**config.mk**
```make
export PLATFORM = sky130hd
export DESIGN_NAME = dkac_top
export DESIGN_NICKNAME = d
export VERILOG_FILES = /design/src/logic/dkac_pkg.sv /design/src/logic/dkac_key_shift.sv /design/src/logic/dkac_top.sv
export SDC_FILE = /design/constraint.sdc
export NUM_CORES = 1
export LEC_CHECK = 0
export BUFFER_PORTS_ARGS = -buffer_cell sky130_fd_sc_hd__buf_4
export CAP_MARGIN = 30
export CORE_UTILIZATION = 30
export DETAILED_ROUTE_END_ITERATION = 8
export GPL_TIMING_DRIVEN = 0
export PLACE_DENSITY = 0.46
export RECOVER_POWER = 25
export SLEW_MARGIN = 10
export SYNTH_ARGS = -nofsm -noshare
export SYNTH_HDL_FRONTEND = slang
export SYNTH_SLANG_ARGS = --single-unit
```
**constraint.sdc**
```tcl
create_clock -name clock -period 2.3 [get_ports clock]
set_clock_uncertainty 0.15 [all_clocks]
set_input_delay 0 -clock clock [delete_from_list [all_inputs] [get_ports clock]]
set_output_delay 0 -clock clock [all_outputs]
set_load 0.02 [all_outputs]
```
**src/logic/dkac_pkg.sv**
```systemverilog
// package: constants and types for the debug key access control block
// Operation
// - system info block is returned on request, whatever the lock state
// - size 16 returns all info bytes, size 8 only family_identifier, as ascii
// - info layout: family 0-6, reserved 7, memctrl 8-10, debug 11-13, 14, osc 15
// - 64-bit key shifted low byte first, compared with erase, prog, user-row keys
// - erase key unconditional; prog key needs unlocked; user-row key needs locked
// - each accepted key sets a readable status flag
// - signature to reset request asserts system reset; 0x00 releases it
// - lock flag clears when erase finishes; host polls until zero
// - system bus refused while locked; full access after erase
// - brown-out detector forced on during chip erase
// - direct memory and flash writes allowed only when unlocked
// - active flag clears when copy ends; host clears key, pulses reset
// - user-row mode accepts ram writes only to first 32 byte addresses
// - buffer copied into user row byte for byte at the same offsets
// - ram reads from the link blocked while user-row mode is active
// - level event per rising edge of the synch character, never disabled
// - block has no event inputs, only generates events
// - keys exactly 64 bits, info readout at most 128 bits, no key response
package dkac_pkg;
  localparam logic [63:0] KEY_ERASE = 64'h4e564d4572617365;
  localparam logic [63:0] KEY_PROG = 64'h4e564d50726f6720;
  localparam logic [63:0] KEY_UROW = 64'h4e564d5573267465;
  localparam int KEY_BYTES = 8;
  localparam int SIB_FULL = 16;
  localparam int SIB_FAMILY = 8;
  localparam int UROW_BYTES = 32;
  // register indexes; byte address is four times the index
  localparam logic [7:0] IDX_KEY_STATUS = 8'h07;
  localparam logic [7:0] IDX_RESET_REQ = 8'h08;
  localparam logic [7:0] IDX_SYS_CTRL = 8'h0a;
  localparam logic [7:0] IDX_SYS_STATUS = 8'h0b;
  localparam int BIT_ERASE_KEY = 3;
  localparam int BIT_PROG_KEY = 4;
  localparam int BIT_UROW_KEY = 5;
  localparam int BIT_UROW_DONE = 1;
  localparam int BIT_LOCK = 0;
  localparam int BIT_UROW_ACTIVE = 2;
  localparam int BIT_PROG_ACTIVE = 3;
  localparam int BIT_RST_SYS = 5;
  localparam logic [1:0] RESP_OKAY = 2'h0;
  localparam logic [1:0] RESP_SLVERR = 2'h2;
  localparam logic [7:0] RESET_RELEASE = 8'h00;

  typedef struct packed {
    logic erase;
    logic prog;
    logic urow;
  } dkac_keys_t;

  typedef enum {DKAC_IDLE, DKAC_ERASE, DKAC_PROG, DKAC_UROW, DKAC_COPY} dkac_mode_t;
endpackage

```
**src/logic/dkac_key_shift.sv**
```systemverilog
// key shift register and signature compare
`timescale 1ns/1ps
module dkac_key_shift import dkac_pkg::*; (
  input wire logic clock, // 200 mhz clock
  input wire logic rst_n, // synchronous reset, active low
  input wire logic key_start, // new key transfer begins
  input wire logic key_valid, // key byte strobe
  input wire logic [7:0] key_byte, // key byte, low byte first
  output dkac_keys_t key_hit // one-cycle match pulses
);
  logic [63:0] shreg;
  logic [3:0] count;

  always_ff @(posedge clock) begin
    if (!rst_n) begin
      shreg <= 64'h0;
      count <= 4'h0;
    end else if (key_start) begin
      count <= 4'h0;
    end else if (key_valid && count < 4'(KEY_BYTES)) begin
      shreg <= {key_byte, shreg[63:8]};
      count <= count + 4'h1;
    end
  end

  // bytes past the eighth are ignored so a key is exactly 64 bits
  always_ff @(posedge clock) begin
    if (!rst_n) begin
      key_hit <= '0;
    end else begin
      key_hit <= '0;
      if (key_valid && !key_start && count == 4'(KEY_BYTES - 1)) begin
        key_hit.erase <= ({key_byte, shreg[63:8]} == KEY_ERASE);
        key_hit.prog <= ({key_byte, shreg[63:8]} == KEY_PROG);
        key_hit.urow <= ({key_byte, shreg[63:8]} == KEY_UROW);
      end
    end
  end
endmodule // dkac_key_shift

```
**src/logic/dkac_top.sv**
```systemverilog
// debug key access control: keys, info block, reset request, user-row buffer
`timescale 1ns/1ps
module dkac_top import dkac_pkg::*; #(
  parameter logic [7:0] RESET_SIGNATURE = 8'ha5, // arbitrary value
  parameter logic [127:0] SIB_ROM = 128'h0 // info bytes, byte 0 in low bits
) (
  input wire logic clock, // 200 mhz clock
  input wire logic rst_n, // synchronous reset, active low
  input wire logic iface_disable, // link disable, cancels erase key
  input wire logic [31:0] s_axi_awaddr, // write address
  input wire logic s_axi_awvalid, // write address valid
  output logic s_axi_awready, // write address ready
  input wire logic [31:0] s_axi_wdata, // write data
  input wire logic [3:0] s_axi_wstrb, // write strobes
  input wire logic s_axi_wvalid, // write data valid
  output logic s_axi_wready, // write data ready
  output logic [1:0] s_axi_bresp, // write response
  output logic s_axi_bvalid, // write response valid
  input wire logic s_axi_bready, // write response ready
  input wire logic [31:0] s_axi_araddr, // read address
  input wire logic s_axi_arvalid, // read address valid
  output logic s_axi_arready, // read address ready
  output logic [31:0] s_axi_rdata, // read data
  output logic [1:0] s_axi_rresp, // read response
  output logic s_axi_rvalid, // read data valid
  input wire logic s_axi_rready, // read data ready
  input wire logic key_start, // key transfer begins
  input wire logic key_valid, // key byte strobe
  input wire logic [7:0] key_byte, // key byte
  input wire logic sib_req, // info block request pulse
  input wire logic sib_size16, // 1: 16 bytes, 0: 8 bytes
  input wire logic sib_ready, // framer takes info byte
  output logic sib_valid, // info byte valid
  output logic [7:0] sib_byte, // info byte, ascii
  input wire logic synch_pin, // raw link pin
  output logic synch_event, // level event per synch rising edge
  input wire logic lock_in, // lock bits from memory
  input wire logic erase_done, // chip erase finished pulse
  input wire logic prog_done, // programming done pulse
  output logic sys_reset, // system reset
  output logic erase_start, // start chip erase pulse
  output logic bod_force, // force brown-out detector on
  output logic sysbus_grant, // system bus open to link
  output logic nvm_write_grant, // direct memory writes allowed
  input wire logic ram_wr_valid, // link ram write
  input wire logic [11:0] ram_wr_addr, // link ram write address
  input wire logic [7:0] ram_wr_data, // link ram write data
  output logic ram_rd_grant, // link ram reads allowed
  output logic urow_wr_valid, // user-row byte write
  output logic [4:0] urow_wr_addr, // user-row offset
  output logic [7:0] urow_wr_data // user-row byte
);
  dkac_keys_t key_hit;
  dkac_keys_t key_flag;
  dkac_mode_t mode;
  logic lock_flag;
  logic prog_active;
  logic urow_active;
  logic urow_done;
  logic [7:0] urow_buf [UROW_BYTES];
  logic [5:0] copy_idx;
  logic [4:0] sib_idx;
  logic [4:0] sib_last;
  logic synch_s1;
  logic synch_s2;
  logic synch_prev;
  logic aw_held;
  logic w_held;
  logic [7:0] aw_idx;
  logic aw_bad;
  logic [31:0] w_data;
  logic [3:0] w_strb;
  logic wr_fire;
  logic rst_release;

  function automatic logic [7:0] reg_idx(input logic [31:0] addr);
    return addr[9:2];
  endfunction

  function automatic logic mapped(input logic [31:0] addr);
    return addr[1:0] == 2'h0 && addr[31:10] == 22'h0 &&
      (reg_idx(addr) == IDX_KEY_STATUS || reg_idx(addr) == IDX_RESET_REQ ||
       reg_idx(addr) == IDX_SYS_CTRL || reg_idx(addr) == IDX_SYS_STATUS);
  endfunction

  dkac_key_shift u_key (
    .clock(clock),
    .rst_n(rst_n),
    .key_start(key_start),
    .key_valid(key_valid),
    .key_byte(key_byte),
    .key_hit(key_hit)
  );

  // write channel: address and data taken in either order, response after both
  assign wr_fire = aw_held && w_held && !s_axi_bvalid;

  always_ff @(posedge clock) begin
    if (!rst_n) begin
      aw_held <= 1'b0;
      w_held <= 1'b0;
      aw_idx <= 8'h0;
      aw_bad <= 1'b0;
      w_data <= 32'h0;
      w_strb <= 4'h0;
      s_axi_awready <= 1'b0;
      s_axi_wready <= 1'b0;
      s_axi_bvalid <= 1'b0;
      s_axi_bresp <= RESP_OKAY;
    end else begin
      s_axi_awready <= !aw_held && !(s_axi_awvalid && s_axi_awready);
      s_axi_wready <= !w_held && !(s_axi_wvalid && s_axi_wready);
      if (s_axi_awvalid && s_axi_awready) begin
        aw_held <= 1'b1;
        aw_idx <= reg_idx(s_axi_awaddr);
        aw_bad <= !mapped(s_axi_awaddr);
      end
      if (s_axi_wvalid && s_axi_wready) begin
        w_held <= 1'b1;
        w_data <= s_axi_wdata;
        w_strb <= s_axi_wstrb;
      end
      if (wr_fire) begin
        s_axi_bvalid <= 1'b1;
        s_axi_bresp <= aw_bad ? RESP_SLVERR : RESP_OKAY;
      end else if (s_axi_bvalid && s_axi_bready) begin
        s_axi_bvalid <= 1'b0;
        aw_held <= 1'b0;
        w_held <= 1'b0;
      end
    end
  end

  // read channel: one cycle from address to data
  always_ff @(posedge clock) begin
    if (!rst_n) begin
      s_axi_arready <= 1'b0;
      s_axi_rvalid <= 1'b0;
      s_axi_rdata <= 32'h0;
      s_axi_rresp <= RESP_OKAY;
    end else begin
      s_axi_arready <= !s_axi_rvalid && !(s_axi_arvalid && s_axi_arready);
      if (s_axi_arvalid && s_axi_arready) begin
        s_axi_rvalid <= 1'b1;
        s_axi_rresp <= mapped(s_axi_araddr) ? RESP_OKAY : RESP_SLVERR;
        s_axi_rdata <= 32'h0;
        if (mapped(s_axi_araddr)) begin
          case (reg_idx(s_axi_araddr))
            IDX_KEY_STATUS: begin
              s_axi_rdata[BIT_ERASE_KEY] <= key_flag.erase;
              s_axi_rdata[BIT_PROG_KEY] <= key_flag.prog;
              s_axi_rdata[BIT_UROW_KEY] <= key_flag.urow;
            end
            IDX_SYS_CTRL: s_axi_rdata[BIT_UROW_DONE] <= urow_done;
            IDX_SYS_STATUS: begin
              s_axi_rdata[BIT_LOCK] <= lock_flag;
              s_axi_rdata[BIT_UROW_ACTIVE] <= urow_active;
              s_axi_rdata[BIT_PROG_ACTIVE] <= prog_active;
              s_axi_rdata[BIT_RST_SYS] <= sys_reset;
            end
            default: s_axi_rdata <= 32'h0;
          endcase
        end
      end else if (s_axi_rvalid && s_axi_rready) begin
        s_axi_rvalid <= 1'b0;
      end
    end
  end

  // reset request: signature asserts, 0x00 releases
  assign rst_release = wr_fire && !aw_bad && aw_idx == IDX_RESET_REQ && w_strb[0] &&
    w_data[7:0] == RESET_RELEASE && sys_reset;

  always_ff @(posedge clock) begin
    if (!rst_n) begin
      sys_reset <= 1'b0;
    end else if (wr_fire && !aw_bad && aw_idx == IDX_RESET_REQ && w_strb[0]) begin
      if (w_data[7:0] == RESET_SIGNATURE) begin
        sys_reset <= 1'b1;
      end else if (w_data[7:0] == RESET_RELEASE) begin
        sys_reset <= 1'b0;
      end
    end
  end

  // key flags: a match sets, unmatched keys change nothing; set wins over clear
  always_ff @(posedge clock) begin
    if (!rst_n) begin
      key_flag <= '0;
    end else begin
      if (key_hit.erase) begin
        key_flag.erase <= 1'b1;
      end else if (iface_disable) begin
        key_flag.erase <= 1'b0;
      end
      if (key_hit.prog) begin
        key_flag.prog <= 1'b1;
      end else if (prog_done) begin
        key_flag.prog <= 1'b0;
      end
      if (key_hit.urow) begin
        key_flag.urow <= 1'b1;
      end else if (wr_fire && !aw_bad && aw_idx == IDX_KEY_STATUS && w_strb[0] &&
                   w_data[BIT_UROW_KEY]) begin
        key_flag.urow <= 1'b0;
      end
    end
  end

  // mode sequencing; keys act when system reset is released
  always_ff @(posedge clock) begin
    if (!rst_n) begin
      mode <= DKAC_IDLE;
      erase_start <= 1'b0;
      prog_active <= 1'b0;
      urow_active <= 1'b0;
      urow_done <= 1'b0;
      copy_idx <= 6'h0;
    end else begin
      erase_start <= 1'b0;
      case (mode)
        DKAC_IDLE: begin
          if (rst_release && key_flag.erase) begin
            mode <= DKAC_ERASE;
            erase_start <= 1'b1;
          end else if (rst_release && key_flag.prog && !lock_flag) begin
            mode <= DKAC_PROG;
            prog_active <= 1'b1;
          end else if (rst_release && key_flag.urow && lock_flag) begin
            mode <= DKAC_UROW;
            urow_active <= 1'b1;
          end
        end
        DKAC_ERASE: if (erase_done) mode <= DKAC_IDLE;
        DKAC_PROG: begin
          if (prog_done || rst_release) begin
            mode <= DKAC_IDLE;
            prog_active <= 1'b0;
          end
        end
        DKAC_UROW: begin
          if (wr_fire && !aw_bad && aw_idx == IDX_SYS_CTRL && w_strb[0] &&
              w_data[BIT_UROW_DONE]) begin
            mode <= DKAC_COPY;
            urow_done <= 1'b1;
            copy_idx <= 6'h0;
          end
        end
        DKAC_COPY: begin
          if (copy_idx == 6'(UROW_BYTES)) begin
            mode <= DKAC_IDLE;
            urow_active <= 1'b0;
            urow_done <= 1'b0;
          end else begin
            copy_idx <= copy_idx + 6'h1;
          end
        end
        default: mode <= DKAC_IDLE;
      endcase
    end
  end

  // lock flag follows the memory except while erase runs, and drops at its end
  always_ff @(posedge clock) begin
    if (!rst_n) begin
      lock_flag <= 1'b1;
    end else if (erase_done && mode == DKAC_ERASE) begin
      lock_flag <= 1'b0;
    end else if (mode != DKAC_ERASE) begin
      lock_flag <= lock_in;
    end
  end

  always_ff @(posedge clock) begin
    if (!rst_n) begin
      bod_force <= 1'b0;
      sysbus_grant <= 1'b0;
      nvm_write_grant <= 1'b0;
      ram_rd_grant <= 1'b0;
    end else begin
      bod_force <= mode == DKAC_ERASE || (mode == DKAC_IDLE && rst_release && key_flag.erase);
      sysbus_grant <= !lock_flag;
      nvm_write_grant <= !lock_flag;
      ram_rd_grant <= !urow_active;
    end
  end

  // user-row buffer: writes above 32 bytes are dropped silently
  always_ff @(posedge clock) begin
    if (mode == DKAC_UROW && ram_wr_valid && ram_wr_addr < 12'(UROW_BYTES)) begin
      urow_buf[ram_wr_addr[4:0]] <= ram_wr_data;
    end
  end

  always_ff @(posedge clock) begin
    if (!rst_n) begin
      urow_wr_valid <= 1'b0;
      urow_wr_addr <= 5'h0;
      urow_wr_data <= 8'h0;
    end else begin
      urow_wr_valid <= mode == DKAC_COPY && copy_idx < 6'(UROW_BYTES);
      urow_wr_addr <= copy_idx[4:0];
      urow_wr_data <= urow_buf[copy_idx[4:0]];
    end
  end

  // info block stream, one byte per accepted beat
  always_ff @(posedge clock) begin
    if (!rst_n) begin
      sib_valid <= 1'b0;
      sib_byte <= 8'h0;
      sib_idx <= 5'h0;
      sib_last <= 5'h0;
    end else if (sib_valid) begin
      if (sib_ready) begin
        if (sib_idx == sib_last) begin
          sib_valid <= 1'b0;
        end else begin
          sib_byte <= SIB_ROM[8 * (sib_idx + 5'h1) +: 8];
          sib_idx <= sib_idx + 5'h1;
        end
      end
    end else if (sib_req) begin
      sib_valid <= 1'b1;
      sib_byte <= SIB_ROM[7:0];
      sib_idx <= 5'h0;
      sib_last <= sib_size16 ? 5'(SIB_FULL - 1) : 5'(SIB_FAMILY - 1);
    end
  end

  // synch event: pin synchronised, rising edge held as a one-cycle level
  always_ff @(posedge clock) begin
    if (!rst_n) begin
      synch_s1 <= 1'b0;
      synch_s2 <= 1'b0;
      synch_prev <= 1'b0;
      synch_event <= 1'b0;
    end else begin
      synch_s1 <= synch_pin;
      synch_s2 <= synch_s1;
      synch_prev <= synch_s2;
      synch_event <= synch_s2 && !synch_prev;
    end
  end
endmodule // dkac_top

```
# Word-level counts from Yosys, hierarchy flattened
# Memories as Yosys holds them, arrays and structs flattened. A register that Yosys moved wholly into a read port is not among the register bits.
# Cells that the tools add are included.
# totals
out_inout_bits,71
n_memories,1
inputBits,146
word_cells,252
ramBits,256
regBits,211
latchBits,0
rom_bits,0
# mem_list
name,words,width,rd,rd_clocked_by_memory_dff,write_ports,line,source
urow_buf,32,8,1,1,1,dkac_top.sv:60,logic [7:0] urow_buf [UROW_BYTES];
# classes
mux,67
n_reduce_logical,92
order_cmp,3
eq_ne,38
n_mul,0
bitwise,3
add_sub_neg,4
n_shift,1
div,0
# ops
operator,count
$mux 32,7
$eq 64x63->1 const B,3
$pmux 32 s5,1
$shiftx 128x10->8 const A,1
$eq 32x2->1 const B,3
$eq 32x3->1 const B,2
$eq 8x4->1 const B,8
$logic_not 32->1,2
$logic_not 22->1,2
$logic_and 1x1->1,40
$mux 1,39
$eq 32x1->1 const B,1
$eq 32x4->1 const B,1
$mux 8,4
$ne 32x2->1 const B,1
$eq 8x3->1 const B,3
$ne 2x2->1 const B,11
$reduce_bool 2->1,11
$mux 5,4
$mux 6,3
$logic_not 1->1,14
$lt 12x6->1 const B,1
$pmux 6 s2,1
$pmux 1 s2,5
22 further kinds,40

# Depth between registers and ports, before layout
# depth
word_depth,13
depth_mapped,10
depth_no_buf,7

# Cells and area by module
# Synthesis repeated with hierarchy kept, for this count alone.
# hier_totals
hier_cells,1170
area_unflattened_um2,15914.0
# modules_own_cells
mod,instances,area_each_um2,cells_per_inst,seq_area_each_um2
dkac_top,1,13319.0,873,9288.9
dkac_key_shift,1,2595.0,297,1261.2

# Worst setup path before layout
# OpenSTA, ideal clock, no wires.
# synth_timing
path_kind,register to register
startpoint,reg copy_idx[1]
endpoint,reg mode[1]
synth_period_minus_slack_ns,2.490
setup_ns,0.086
stages_incl_launch_ff,11
path_buffers,3
slack_ns,-0.190
arrival_time_ns,2.254
required_ns,2.064
cell_sequence,dfxtp_1 -> buf_2 -> buf_1 -> clkbuf_1 -> inv_1 -> ha_1 -> nand2_1 -> o41a_1 -> o21bai_1 -> or2_2 -> a211oi_1
# synth_between
elab_chain_len,3
# synth_lines
item,line,source
from (decl),dkac_top.sv:61,logic [5:0] copy_idx;
from (signal assigned),dkac_top.sv:255,copy_idx <= copy_idx + 6'h1;
$eq 6x6->1,dkac_top.sv:250,if (copy_idx == 6'(UROW_BYTES)) begin
$ne 2x2->1 (no line),-,
$reduce_and 5->1 (no line),-,
to (signal assigned),dkac_top.sv:244,mode <= DKAC_COPY;
to (signal assigned),dkac_top.sv:251,mode <= DKAC_IDLE;
to (signal assigned),dkac_top.sv:258,default: mode <= DKAC_IDLE;
to (decl),dkac_top.sv:55,dkac_mode_t mode;
# Every way passes these cells.
# A chain may end at the register's enable or synchronous reset.

# Worst setup path in the final report
# layout_timing
startpoint,reg aw_idx[7]
endpoint,reg mode[0]
# layout_between
elab_chain_len,10
elab_cells_between_ends,22
classes_between,eq/ne (5); mux (3); reduce/logical (14)
# layout_lines
item,line,source
from (decl),dkac_top.sv:69,logic [7:0] aw_idx;
from (signal assigned),dkac_top.sv:115,aw_idx <= reg_idx(s_axi_awaddr);
$eq 8x4->1,dkac_top.sv:171,assign rst_release = wr_fire && !aw_bad && aw_idx == IDX_RESET_REQ && w_strb[0] &&
$logic_and 1x1->1 (3 in a row),dkac_top.sv:171,
$logic_and 1x1->1,dkac_top.sv:172,w_data[7:0] == RESET_RELEASE && sys_reset;
$logic_and 1x1->1 (2 in a row),dkac_top.sv:226,end else if (rst_release && key_flag.prog && !lock_flag) begin
$mux 32,dkac_top.sv:226,
$mux 32,dkac_top.sv:223,if (rst_release && key_flag.erase) begin
$pmux 32 s5,dkac_top.sv:221,case (mode)
to (signal assigned),dkac_top.sv:224,mode <= DKAC_ERASE;
to (signal assigned),dkac_top.sv:227,mode <= DKAC_PROG;
to (signal assigned),dkac_top.sv:230,mode <= DKAC_UROW;
# Several ways; a longest one is shown, not always the timed one.

==> flow_summary.json <==
{
  "cp_cell_sequence": "or4_4, or3_4, nor4_4, buf_4, nand2_1, o32ai_1",
  "slew_violations": 165,
  "path_delay_family": "simple AND/OR/NAND/NOR gates",
  "r2r_end": "mode[0]",
  "worst-r2r-setup-slack_ns": 0.04,
  "end_kind": "register",
  "coreArea_sq_mm": 0.0515,
  "leakage_nw": 7.30,
  "grt_pass1_vias": 10500,
  "drt_iter0_drc": 710,
  "first_pass_iters": 5,
  "maxCapViolCount": 5,
  "rows": 83,
  "hold_start": "rst_n",
  "ys_seq_elements": 399,
  "finalCritPeriodShare_pct": 98.4,
  "async_reset_ff_share_pct": 0,
  "grtUsageTotal_pct": 16.0,
  "synth_cells": 1147,
  "power.total_mw": 15.2,
  "hpwl_mm": 28.4,
  "h-tree-depth": 2,
  "hold_violations": 6,
  "hold_path_class": "in2reg",
  "grt_pass1_wl_mm": 63.9,
  "clk-insertion-delay-late_ns": 0.57,
  "portBuffers": 153,
  "cts_tree": "done",
  "area_growth_pct": 36.7,
  "initial_core_util_pct": 30.4,
  "cp.required_ns": 2.60,
  "setup_slack_ns": 0.0370,
  "syn_area_sq_mm": 0.0157,
  "path_depth": 6,
  "clockBufferDepth": 3,
  "die_h_microns": 231,
  "ios": 217,
  "critPathBufInv": 1,
  "pre_cts_ws_ns": -1.02,
  "dr_total_vias": 10600,
  "cp-endpoint": "mode[0]",
  "post_drt_wl_per_cell_microns": 19.3,
  "max_stage_delay_ns": 0.54,
  "wirelength_mm": 43.1,
  "crit_slowest_cell": "or4_4",
  "r2r-start": "aw_idx[7]",
  "cts_root_buf": "clkbuf_16",
  "grt-ovfl-total": 0,
  "fin_nets": 1671,
  "netlist-cell-type-count": 65,
  "cts_hold_buf": 103,
  "fmax_mhz": 442,
  "grt_antenna_before_repair": 1,
  "drc": 0,
  "worstMarginPinSlew_ns": 1.60,
  "pwr_density_cell_mw_per_mm2": 707,
  "violations": "negative hold slack, max-capacitance violations, max-slew violations",
  "cts_inserted_buffers": 44,
  "num_antenna_cells": 0,
  "synth_ff_type": "edfxtp_1",
  "start_kind": "register",
  "status": "complete, but fails checks",
  "setup-violations-final": 0,
  "criticalPathCategory": "reg2reg",
  "rsz0062_at_grt": "true",
  "antenna_left": 0,
  "ys_warn_count": 0,
  "fill_cells": 4742,
  "max-vdd-ir-drop_uv": 681,
  "ff2ff_path_depth": 6,
  "synth_edf_count": 256,
  "yosysSeqAreaShare_pct": 67.3,
  "crit_start": "aw_idx[7]",
  "grt_max_degree": 33,
  "clk_pin_slew_worst_paths_ns": 0.06,
  "holdWs_ns": -0.145,
  "gp_congestion": 0.775,
  "arrival_ns": 2.57,
  "die_w_microns": 231,
  "syn_avg_cell_area_sq_um": 13.7,
  "period_needed_ns": 2.26,
  "cts_sinks": 399,
  "vias_per_cell": 4.74,
  "die_area_sq_mm": 0.0532,
  "cp_max_fo": 6,
  "layout-drive-gt1-share_pct": 29.5,
  "slew_headroom_pct": -6.80
}
[worst min-delay path by stage]
stage / end / depth (start not counted)
detailed placement: synch_s1 / 2
finish: copy_idx[0] / 3
CTS: prog_active / 3
floorplan: urow_buf[0][0] / 0
global route: copy_idx[0] / 3
global placement: sib_valid / 2
[cell families after synthesis]
group           count (synthesis)  synth area share [%]
compound gates                148                  5.76
xor+xnor                       11                 0.615
fa+ha+maj                       4                 0.319
buf+inv                       104                  3.47
flops                         399                  67.3
mux                            84                  10.5
other cells                     1                0.0239
simple gates                  396                  12.0
[cell usage in the layout, fill, tap and decap left out, types with 14 or more instances in the layout]
master	n
clkbuf_1	42
dlygate4sd3_1	102
nor4_1	21
nand2_1	176
dfxtp_1	141
mux2i_1	16
nand4_1	14
mux4_2	64
edfxtp_1	256
clkbuf_16	47
nor2_4	34
a21oi_1	87
buf_12	27
buf_4	206
nor2_1	51
conb_1	36
[power by group]
| group | leakage, nW | total (mW) | internal (mW) | switching (mW) |
|---|---|---|---|---|
| sequential | 3.46 | 7.70 | 7.66 | 0.0370 |
| combinational | 3.18 | 0.800 | 0.357 | 0.442 |
| clock | 0.656 | 6.65 | 3.80 | 2.86 |
| total | 7.30 | 15.2 | 11.8 | 3.33 |
[layout make-up]
cell class	instances	area [sq um]	share of cell area, %
flip-flops and latches	399	10600	49.3
multi-input cells	679	5230	24.4
repair buffers	299	2790	13.0
clock buffers	62	1250	5.84
well taps	680	851	3.97
plain buffers	87	601	2.80
clock inverters	18	105	0.491
inverters	11	43.8	0.204
[what timing repair did]
item	4_1_cts	5_1_grt
pin swaps	19	22
buffers inserted	13	30
cloned	0	1
setup endpoints to repair	278	321
endpoints found under the hold margin	432	5
gates resized for setup	106	58
[cells in the mapped netlist (4+ instances only)]
cell / number / area (sq um)
nand3_1: 9 / 45.0
buf_4: 38 / 285
edfxtp_1: 256 / 7690
ha_1: 4 / 50.1
nor3b_1: 4 / 30.0
nor2_1: 85 / 319
mux2i_1: 19 / 190
clkbuf_1: 32 / 120
a211o_1: 8 / 70.1
buf_2: 8 / 40.0
dfxtp_1: 143 / 2860
o22ai_1: 16 / 100
and2_1: 9 / 56.3
buf_1: 14 / 52.6
nor4b_1: 4 / 35.0
nor2b_1: 8 / 50.1
or4_1: 5 / 37.5
nand2b_1: 9 / 56.3
a311oi_1: 9 / 78.8
mux4_2: 64 / 1440
nor3_1: 13 / 65.1
or3_1: 5 / 31.3
nand2_1: 182 / 683
inv_1: 10 / 37.5
nand4_1: 14 / 87.6
nor4_1: 21 / 131
xor2_1: 5 / 43.8
xnor2_1: 6 / 52.6
a32oi_1: 5 / 43.8
a21oi_1: 87 / 435
[registers in the layout, summed over array words and instances (netlist names), 6 cells and up]
register and flops:
aw_idx 8, urow_wr_data 8, urow_buf 256, w_data 8, u_key.shreg 56, s_axi_rdata 6, copy_idx 6
[worst reg2reg max path, stage by stage (launching register included)]
cell and delay, ns:
dfxtp_1 0.31, or4_4 0.54, or3_4 0.41, nor4_4 0.27, buf_4 0.18, nand2_1 0.06, o32ai_1 0.24
[through the flow]
| step | cells | cell area, sq um | util (%) | TNS (ns) |
|---|---|---|---|---|
| 3_3_place_gp | 2015 | 17800 | 34.6 | -163.42 |
| 6_report | 2235 | 21400 | 41.6 | 0 |
| 5_1_grt | 2235 | 21400 | 41.6 | -0.0737 |
| 4_1_cts | 2208 | 20800 | 40.3 | -20.03 |
| 2_1_floorplan | 1182 | 15800 | - | 0 |
| 3_5_place_dp | 2015 | 17800 | 34.6 | -157.01 |
[per-layer routing]
metal	track usage [%]	routed length (microns)	share of wire [%]	vias to the layer above
li1	-	-	-	4984
met3	3.30	2960	6.9	78
met4	4.88	985	2.3	2
met2	26.0	19900	46	340
met1	21.4	19300	45	5180
met5	0	14	0.032	-
(Power assumes the default switching activity.)
